--- src/logic/pwm_stat_pkg.sv ---
// Operation
// - Each channel's readback register shows the 16-bit down counter, sampled in the setup cycle of the read, in bits 15..0.
// - Readback registers are read-only, read the count input even just after reset, four per group.
// - Bit 0 of the clear-polarity register picks write-0 or write-1 clearing of latch indicators.
// - The irq enable register holds one enable per channel in bits 3..0.
// - A channel's flag sets when its counter reaches zero while its enable is 1.
// - Groups A and B carry identical registers at the same relative offsets.
// - A latch indicator sets when a capture edge latches the counter.
package pwm_stat_pkg;
  localparam int NUM_CH = 4;
  localparam int CNT_W = 16;
  localparam int NUM_GRP = 2;
  localparam logic [7:0] OFF_READBACK_CH0 = 8'h14;
  localparam logic [7:0] OFF_READBACK_CH1 = 8'h20;
  localparam logic [7:0] OFF_READBACK_CH2 = 8'h2c;
  localparam logic [7:0] OFF_READBACK_CH3 = 8'h38;
  localparam logic [7:0] OFF_CLEAR_POL = 8'h3c;
  localparam logic [7:0] OFF_IRQ_ENABLE = 8'h40;
  localparam logic [7:0] OFF_IRQ_FLAGS = 8'h44;
  localparam logic [7:0] OFF_LATCH_IND = 8'h48;
  localparam logic [7:0] OFF_IRQ_CLEAR = 8'h4c;
  localparam logic [8:0] GRP_B_BASE = 9'h100;
  localparam int GRP_SEL_BIT = 8;
  localparam int CLEAR_POL_BIT = 0;
  localparam int RISE_IND_LSB = 0;
  localparam int FALL_IND_LSB = 4;
  localparam logic [31:0] RESET_VAL = 32'h0000_0000;

  typedef struct packed {
    logic [NUM_CH-1:0][CNT_W-1:0] count;
    logic [NUM_CH-1:0] zero_reach;
    logic [NUM_CH-1:0] rise_latch;
    logic [NUM_CH-1:0] fall_latch;
  } grp_events_t;

  typedef enum logic [1:0] {
    ST_IDLE = 2'b00,
    ST_ACCESS = 2'b01
  } apb_state_t;
endpackage : pwm_stat_pkg
--- src/logic/pwm_counter_irq_status.sv ---
`timescale 1ns/10ps
module pwm_counter_irq_status
(
  input wire logic mclk_i,
  input wire logic sys_rst_i,
  input wire logic psel,
  input wire logic penable,
  input wire logic pwrite,
  input wire logic [11:0] paddr,
  input wire logic [31:0] pwdata,
  output logic [31:0] prdata,
  output logic pready,
  output logic pslverr,
  input pwm_stat_pkg::grp_events_t grp_a_ev_i,
  input pwm_stat_pkg::grp_events_t grp_b_ev_i,
  output logic irq_a_o,
  output logic irq_b_o
);
  pwm_stat_pkg::apb_state_t state;
  pwm_stat_pkg::apb_state_t next_state;
  logic err;
  logic next_err;
  logic [1:0] wr;
  logic [1:0] rd;
  logic [1:0] hit;
  logic [31:0] rdata [2];
  logic grp;
  logic known;

  // Group B lives one page above group A
  assign grp = paddr[pwm_stat_pkg::GRP_SEL_BIT];
  assign known = (paddr[11:9] == 3'h0) && (paddr[1:0] == 2'h0);

  // Reads sample in setup so data comes from a flop; writes land at completion
  always_comb
  begin
    wr = '0;
    rd = '0;
    if (psel && !penable && known)
      rd[grp] = !pwrite;
    if (psel && penable && pready && known)
      wr[grp] = pwrite;
  end

  always_comb
  begin
    next_state = state;
    next_err = err;
    case (state)
      pwm_stat_pkg::ST_IDLE:
        if (psel && !penable)
        begin
          next_state = pwm_stat_pkg::ST_ACCESS;
          next_err = !known || !hit[grp];
        end
      pwm_stat_pkg::ST_ACCESS:
        next_state = pwm_stat_pkg::ST_IDLE;
      default:
        next_state = pwm_stat_pkg::ST_IDLE;
    endcase
  end

  always_ff @(posedge mclk_i)
  begin
    if (sys_rst_i)
    begin
      state <= pwm_stat_pkg::ST_IDLE;
      err <= 1'b0;
    end
    else
    begin
      state <= next_state;
      err <= next_err;
    end
  end

  assign pready = (state == pwm_stat_pkg::ST_ACCESS);
  assign pslverr = pready && err;
  assign prdata = (pready && !err) ? rdata[grp] : 32'h0000_0000;

  pwm_stat_group u_grp_a (
    .mclk_i(mclk_i),
    .sys_rst_i(sys_rst_i),
    .ev_i(grp_a_ev_i),
    .wr_i(wr[0]),
    .rd_i(rd[0]),
    .addr_i(paddr[7:0]),
    .wdata_i(pwdata),
    .rdata_o(rdata[0]),
    .hit_o(hit[0]),
    .irq_o(irq_a_o)
  );

  pwm_stat_group u_grp_b (
    .mclk_i(mclk_i),
    .sys_rst_i(sys_rst_i),
    .ev_i(grp_b_ev_i),
    .wr_i(wr[1]),
    .rd_i(rd[1]),
    .addr_i(paddr[7:0]),
    .wdata_i(pwdata),
    .rdata_o(rdata[1]),
    .hit_o(hit[1]),
    .irq_o(irq_b_o)
  );

  chk_one_wait: assert property (@(posedge mclk_i) disable iff (sys_rst_i)
    (psel && !penable) |=> pready)
    else $error("pready not one cycle after setup");
endmodule : pwm_counter_irq_status

--- src/logic/pwm_stat_group.sv ---
`timescale 1ns/10ps
module pwm_stat_group
(
  input wire logic mclk_i,
  input wire logic sys_rst_i,
  input pwm_stat_pkg::grp_events_t ev_i,
  input wire logic wr_i,
  input wire logic rd_i,
  input wire logic [7:0] addr_i,
  input wire logic [31:0] wdata_i,
  output logic [31:0] rdata_o,
  output logic hit_o,
  output logic irq_o
);
  logic clear_pol;
  logic [pwm_stat_pkg::NUM_CH-1:0] irq_en;
  logic [pwm_stat_pkg::NUM_CH-1:0] flags;
  logic [pwm_stat_pkg::NUM_CH-1:0] rise_ind;
  logic [pwm_stat_pkg::NUM_CH-1:0] fall_ind;
  logic [31:0] rdata;
  logic next_clear_pol;
  logic [pwm_stat_pkg::NUM_CH-1:0] next_irq_en;
  logic [pwm_stat_pkg::NUM_CH-1:0] next_flags;
  logic [pwm_stat_pkg::NUM_CH-1:0] next_rise_ind;
  logic [pwm_stat_pkg::NUM_CH-1:0] next_fall_ind;
  logic [31:0] next_rdata;
  logic [pwm_stat_pkg::NUM_CH-1:0] ind_clr_r;
  logic [pwm_stat_pkg::NUM_CH-1:0] ind_clr_f;

  function automatic logic [31:0] zext16(input logic [15:0] v);
    zext16 = {16'h0000, v};
  endfunction : zext16

  always_comb
  begin
    next_clear_pol = clear_pol;
    next_irq_en = irq_en;
    next_flags = flags;
    next_rise_ind = rise_ind;
    next_fall_ind = fall_ind;
    next_rdata = rdata;
    ind_clr_r = '0;
    ind_clr_f = '0;
    // Decode by address alone so a write is judged before it lands
    case (addr_i)
      pwm_stat_pkg::OFF_READBACK_CH0, pwm_stat_pkg::OFF_READBACK_CH1,
      pwm_stat_pkg::OFF_READBACK_CH2, pwm_stat_pkg::OFF_READBACK_CH3,
      pwm_stat_pkg::OFF_CLEAR_POL, pwm_stat_pkg::OFF_IRQ_ENABLE,
      pwm_stat_pkg::OFF_IRQ_FLAGS, pwm_stat_pkg::OFF_LATCH_IND,
      pwm_stat_pkg::OFF_IRQ_CLEAR:
        hit_o = 1'b1;
      default:
        hit_o = 1'b0;
    endcase
    if (wr_i)
    begin
      case (addr_i)
        pwm_stat_pkg::OFF_CLEAR_POL:
          next_clear_pol = wdata_i[pwm_stat_pkg::CLEAR_POL_BIT];
        pwm_stat_pkg::OFF_IRQ_ENABLE:
          next_irq_en = wdata_i[3:0];
        pwm_stat_pkg::OFF_IRQ_FLAGS, pwm_stat_pkg::OFF_IRQ_CLEAR:
          next_flags = flags & ~wdata_i[3:0];
        pwm_stat_pkg::OFF_LATCH_IND:
        begin
          // Polarity picks which written value clears
          ind_clr_r = clear_pol ? wdata_i[3:0] : ~wdata_i[3:0];
          ind_clr_f = clear_pol ? wdata_i[7:4] : ~wdata_i[7:4];
        end
        pwm_stat_pkg::OFF_READBACK_CH0, pwm_stat_pkg::OFF_READBACK_CH1,
        pwm_stat_pkg::OFF_READBACK_CH2, pwm_stat_pkg::OFF_READBACK_CH3:
          next_clear_pol = clear_pol;
        default:
          next_clear_pol = clear_pol;
      endcase
      next_rise_ind = rise_ind & ~ind_clr_r;
      next_fall_ind = fall_ind & ~ind_clr_f;
    end
    if (rd_i)
    begin
      case (addr_i)
        pwm_stat_pkg::OFF_READBACK_CH0: next_rdata = zext16(ev_i.count[0]);
        pwm_stat_pkg::OFF_READBACK_CH1: next_rdata = zext16(ev_i.count[1]);
        pwm_stat_pkg::OFF_READBACK_CH2: next_rdata = zext16(ev_i.count[2]);
        pwm_stat_pkg::OFF_READBACK_CH3: next_rdata = zext16(ev_i.count[3]);
        pwm_stat_pkg::OFF_CLEAR_POL: next_rdata = {31'h0, clear_pol};
        pwm_stat_pkg::OFF_IRQ_ENABLE: next_rdata = {28'h0, irq_en};
        pwm_stat_pkg::OFF_IRQ_FLAGS: next_rdata = {28'h0, flags};
        pwm_stat_pkg::OFF_LATCH_IND: next_rdata = {24'h0, fall_ind, rise_ind};
        pwm_stat_pkg::OFF_IRQ_CLEAR: next_rdata = pwm_stat_pkg::RESET_VAL;
        default:
          next_rdata = pwm_stat_pkg::RESET_VAL;
      endcase
    end
    // Set after clear so a same-cycle event is never lost
    next_flags = next_flags | (ev_i.zero_reach & irq_en);
    next_rise_ind = next_rise_ind | ev_i.rise_latch;
    next_fall_ind = next_fall_ind | ev_i.fall_latch;
  end

  always_ff @(posedge mclk_i)
  begin
    if (sys_rst_i)
    begin
      clear_pol <= 1'b0;
      irq_en <= '0;
      flags <= '0;
      rise_ind <= '0;
      fall_ind <= '0;
      rdata <= pwm_stat_pkg::RESET_VAL;
    end
    else
    begin
      clear_pol <= next_clear_pol;
      irq_en <= next_irq_en;
      flags <= next_flags;
      rise_ind <= next_rise_ind;
      fall_ind <= next_fall_ind;
      rdata <= next_rdata;
    end
  end

  assign rdata_o = rdata;
  assign irq_o = |flags;

  chk_flag_sets: assert property (@(posedge mclk_i) disable iff (sys_rst_i)
    (ev_i.zero_reach[0] && irq_en[0]) |=> flags[0])
    else $error("flag 0 did not set on zero reach");
  chk_flag_masked: assert property (@(posedge mclk_i) disable iff (sys_rst_i)
    (!flags[1] && !(ev_i.zero_reach[1] && irq_en[1])) |=> !flags[1])
    else $error("flag 1 set without enabled event");
  chk_flag_clear: assert property (@(posedge mclk_i) disable iff (sys_rst_i)
    (wr_i && addr_i == pwm_stat_pkg::OFF_IRQ_FLAGS && wdata_i[2]
     && !ev_i.zero_reach[2]) |=> !flags[2])
    else $error("flag 2 not cleared by write one");
  chk_irq_level: assert property (@(posedge mclk_i) disable iff (sys_rst_i)
    $rose(flags[3]) |-> irq_o)
    else $error("irq low with flag set");
  chk_count_read: assert property (@(posedge mclk_i) disable iff (sys_rst_i)
    (rd_i && addr_i == pwm_stat_pkg::OFF_READBACK_CH2)
    |=> rdata_o == {16'h0000, $past(ev_i.count[2])})
    else $error("readback 2 wrong");
  chk_pol_clear: assert property (@(posedge mclk_i) disable iff (sys_rst_i)
    (wr_i && addr_i == pwm_stat_pkg::OFF_LATCH_IND && !clear_pol
     && !wdata_i[0] && !ev_i.rise_latch[0]) |=> !rise_ind[0])
    else $error("write zero failed to clear indicator");
  chk_ind_set: assert property (@(posedge mclk_i) disable iff (sys_rst_i)
    ev_i.fall_latch[3] |=> fall_ind[3])
    else $error("fall indicator not set");
  chk_ro_count: assert property (@(posedge mclk_i) disable iff (sys_rst_i)
    (wr_i && addr_i == pwm_stat_pkg::OFF_READBACK_CH0)
    |=> clear_pol == $past(clear_pol))
    else $error("readback write disturbed state");
endmodule : pwm_stat_group

--- config.mk ---
export PLATFORM = sky130hd
export DESIGN_NAME = pwm_counter_irq_status
export DESIGN_NICKNAME = d
export VERILOG_FILES = /design/src/logic/pwm_stat_pkg.sv /design/src/logic/pwm_counter_irq_status.sv /design/src/logic/pwm_stat_group.sv
export SDC_FILE = /design/constraint.sdc
export NUM_CORES = 1
export LEC_CHECK = 0
export BUFFER_PORTS_ARGS = -buffer_cell sky130_fd_sc_hd__clkbuf_2
export CORE_ASPECT_RATIO = 1.2
export CORE_MARGIN = 10
export CORE_UTILIZATION = 38
export DETAILED_ROUTE_END_ITERATION = 6
export PLACE_DENSITY = 0.7
export SYNTH_ARGS = -nofsm -noshare
export SYNTH_HDL_FRONTEND = slang
export SYNTH_SLANG_ARGS = --single-unit
export TNS_END_PERCENT = 10
--- constraint.sdc ---
create_clock -name mclk_i -period 2.3 [get_ports mclk_i]
set_clock_uncertainty 0.2 [all_clocks]
set_input_delay 0.46 -clock mclk_i [delete_from_list [all_inputs] [get_ports mclk_i]]
set_output_delay 0.46 -clock mclk_i [all_outputs]
set_load 0.05 [all_outputs]
==> parameters.txt <==
Parameter                              Value

CTS
  Setup Fix Bufs, Post-CTS ... 0
  Maximum clock insertion buffer count ... 2
  Cts bufs inserted ... 9
  Hold-fix buffers, CTS ... 0
  Cells resized by post-CTS repair ... 0
  Count of clock tree sinks ... 68
  Clock-pin slew of the registers on the worst-case setup and hold paths ... 0.06 ns
  TritonCTS clock tree ... built
  Buffer type at the clock tree root ... sky130_fd_sc_hd__clkbuf_16
  Number of levels the H-tree was split into ... 3
  Later-pin clock latency in the skew report ... roughly 0.33 ns

Timing
  Final cycle utilization of the critical path ... 94.0%
  Final Hold Vio Count ... 0
  Period minus WS final ... 2.16 ns
  Timing-limited maximum frequency ... 463 MHz
  Total of endpoints with negative setup slack in the final report ... 0
  Transition time at the pin with the least slew margin ... 0.722 ns
  Worst Hold Margin ... 0.140 ns
  Worst relative slew slack ... 51.9%
  Setup repair after global routing missed its margin ... no
  Max Transition Viols Final ... 0
  Worst setup slack after layout ... 0.138 ns

Place
  Detailed placer's ending HPWL ... 13,700 um
  Placed Instance Area ... 5610 um^2
  PortBufs ... between 150 and 200
  Pre-CTS setup slack ... -0.0953 ns
  Final weighted congestion in routability-driven placement ... 0.860

Worst setup path
  Critical path fanouts, max ... 16
  Worst Path Class, Setup ... register to output port
  Type of element capturing the critical path ... output port
  Critical path's top delay family ... flip-flops
  CP max stage cell ... sky130_fd_sc_hd__dfxtp_1
  Setup crit start kind ... register
  Crit-path max cell delay ... 0.42 ns
  Required time at the endpoint of the critical path ... 1.64 ns
  Buffering stage count on the worst path with inverters included ... 2
  Arr. time, crit path ... 1.50 ns
  Cell breakdown of the critical path ... nand2b_1 > buf_4 > nor2_1 > buf_12

Routing
  Post-Route WL ... 16,800 um
  Routed length per instance ... 19.4 um
  Via-per-instance ratio ... 5.53
  Remaining routing DRC violations ... 0
  Via count ... 4,782
  Remaining number of nets flagged by the antenna check after routing ... 0
  Count of TritonRoute iterations in the first routing pass ... 5
  Iteration-0 DRC Markers ... 349

Synth
  Async set-or-reset flop fraction in the synthesized netlist ... 0%
  Number of instances in the synthesized netlist ... about 500
  Post-Syn Area per Cell ... 8.29 um^2
  Summed instance area of the synthesized netlist ... 4250 um^2
  Number of synthesized flops with an enable pin ... 0
  Number of distinct library cells after synthesis ... 56
  Count of yosys warnings during synthesis ... 0
  Most common flop cell mapped by yosys ... sky130_fd_sc_hd__dfxtp_1
  Area contributors post-synth ... sky130_fd_sc_hd__dfxtp_1, sky130_fd_sc_hd__a22o_1, sky130_fd_sc_hd__mux2i_1
  Sequential element share of the synthesized area ... 32.0%
  Post-synth top area share ... approximately a third
  Post-synthesis cell type with the largest combined area ... sky130_fd_sc_hd__dfxtp_1
  Post-synthesis register bit count ... 68

Global route
  Initial antenna violation count ... 0
  Met3 capacity usage during global routing ... 5.47%
  Maximum number of pins on one net before global-route repair ... 38
  Fraction of met2 tracks used by global routing ... 38.0%
  Sum of overflow across all layers after global routing ... 0
  Via count of the first global-routing pass ... 5,044
  Met1 GRT Util ... 20.9%
  Total routing usage reported by global routing ... 20.5%
  Most Used Layer, Global Route ... met2
  Wire length of the first global-routing pass ... 25,400 um

Hold path
  HP Class ... primary input to register

Job
  Number of max-cap violations ... 0

Cells and area
  Area occupied by registers ... 1360 um^2
  Final cell utilization of the core ... 54.1%
  Net total in the final layout ... 928
  Final instance area ... 5940 um^2
  Number of inserted diodes ... 0
  Share of post-route cells with drive strength above 1 ... 38.8%
  Fillers ... ~1.0k
  Area of combinational cells with multiple inputs ... 2610 um^2
  Most common cell after layout, fill and taps aside ... sky130_fd_sc_hd__clkbuf_2
  Commonest non-fill, non-tap cells in the layout ... sky130_fd_sc_hd__clkbuf_2, sky130_fd_sc_hd__dfxtp_1, sky130_fd_sc_hd__nand2_1
  Area Overhead vs Synth ... 39.8%

Power and ir drop
  Static leakage power ... 0.00267 uW
  Power per standard cell area ... ~530 nW/um^2
  Peak supply drop ... 0.000353 V

Floorplanning
  Top-Level Pins ... 237
  Effective utilization at floorplan ... between 30% and 40%
  Std cell rows ... 42
  Chip Height ... ~140 um
  Floorplan Core Area ... 11,000 um^2
  Die outline area ... roughly 16,000 um^2
  Die width ... between 100 and 150 um

Outcome
  Run status ... complete, no violations
[path summary, 6_finish.rpt]
kind	cells after the start	slack (ns)	end	start
worst max-delay path	4	0.14	prdata[4]	state[0]$_SDFFE_PP0P_
worst min-delay path	3	0.14	u_grp_a.fall_ind[0]$_SDFF_PP0_	grp_a_ev_i[0]
worst max register to register	6	0.41	u_grp_b.irq_en[1]$_SDFFE_PP0P_	state[0]$_SDFFE_PP0P_
worst min register to register	2	0.24	u_grp_a.rdata_o[4]$_SDFFE_PP0P_	u_grp_a.rdata_o[4]$_SDFFE_PP0P_
[report_power, final]
group | switching (uW) | internal (uW)
Sequential | 15.1 | 1200
Combinational | 250 | 196
Clock | 533 | 983
[registers in the layout, indices dropped and copies added (netlist names)]
name,cells
u_grp_a.fall_ind,4
u_grp_a.rdata_o,16
u_grp_a.clear_pol,1
u_grp_b.irq_en,4
u_grp_a.irq_en,4
u_grp_b.fall_ind,4
u_grp_b.flags,4
u_grp_a.flags,4
state,1
u_grp_b.clear_pol,1
u_grp_b.rdata_o,16
err,1
u_grp_b.rise_ind,4
u_grp_a.rise_ind,4
[final cells by class]
cell class / count / share of cell area [%]
Multi-Input combinational cell: 392 / 44.0
Clock inverter: 5 / 1.43
Clock buffer: 11 / 4.09
Sequential cell: 68 / 22.9
Timing Repair Buffer: 245 / 24.1
Tap cell: 132 / 2.78
Inverter: 11 / 0.695
[worst reg2reg max path, cell delays in order, from the launching register on]
cell                      delay (ns)
sky130_fd_sc_hd__dfxtp_1        0.42
sky130_fd_sc_hd__and4_1         0.27
sky130_fd_sc_hd__nand4_1        0.21
sky130_fd_sc_hd__nor3b_4        0.23
sky130_fd_sc_hd__buf_4          0.18
sky130_fd_sc_hd__mux2i_1        0.20
sky130_fd_sc_hd__nor2_1         0.05
[logic make-up (layout without fill, tap and decap cells)]
group / Yosys count / count (layout) / synth area share [%]
buf+inv: 68 / 272 / 8.51
xor+xnor: 16 / 16 / 3.30
compound gates: 164 / 164 / 28.0
mux: 28 / 28 / 6.59
flops: 68 / 68 / 32.0
other cells: 1 / 16 / 0.0882
simple gates: 168 / 168 / 21.5
[through the flow]
stage	setup TNS (ns)	total power, uW	cells
floorplan	-0.666	1470	528
global placement	-0.179	1670	848
detailed placement	-1.88	1680	848
CTS	0	3210	864
global route	0	3300	864
finish	0	3180	864
[synthesized netlist by cell type, drive strengths merged (2+ instances only)]
library cell and count:
buf 38, nand4 2, a22o 33, a311oi 8, and4 3, a22oi 16
nor4b 4, and2 4, mux2i 28, xor2 16, inv 11, a2111oi 3
nor2 53, a221oi 11, a221o 5, nor3 14, a222oi 6, o41a 2
nor3b 2, nand2 48, a211oi 4, a21oi 23, nand2b 3, dfxtp 68
or4 2, nor2b 5, nand3 2, or4b 2, nor4 11, o21ai 43
and3 8, clkbuf 19, o2bb2ai 5
[layer usage]
metal	share of wire, %	wire length [um]
met5	0	0
met4	3.4	575
met3	7.0	1180
met2	53	8850
met1	37	6160
No activity file was read; power rests on OpenSTA's default activity.
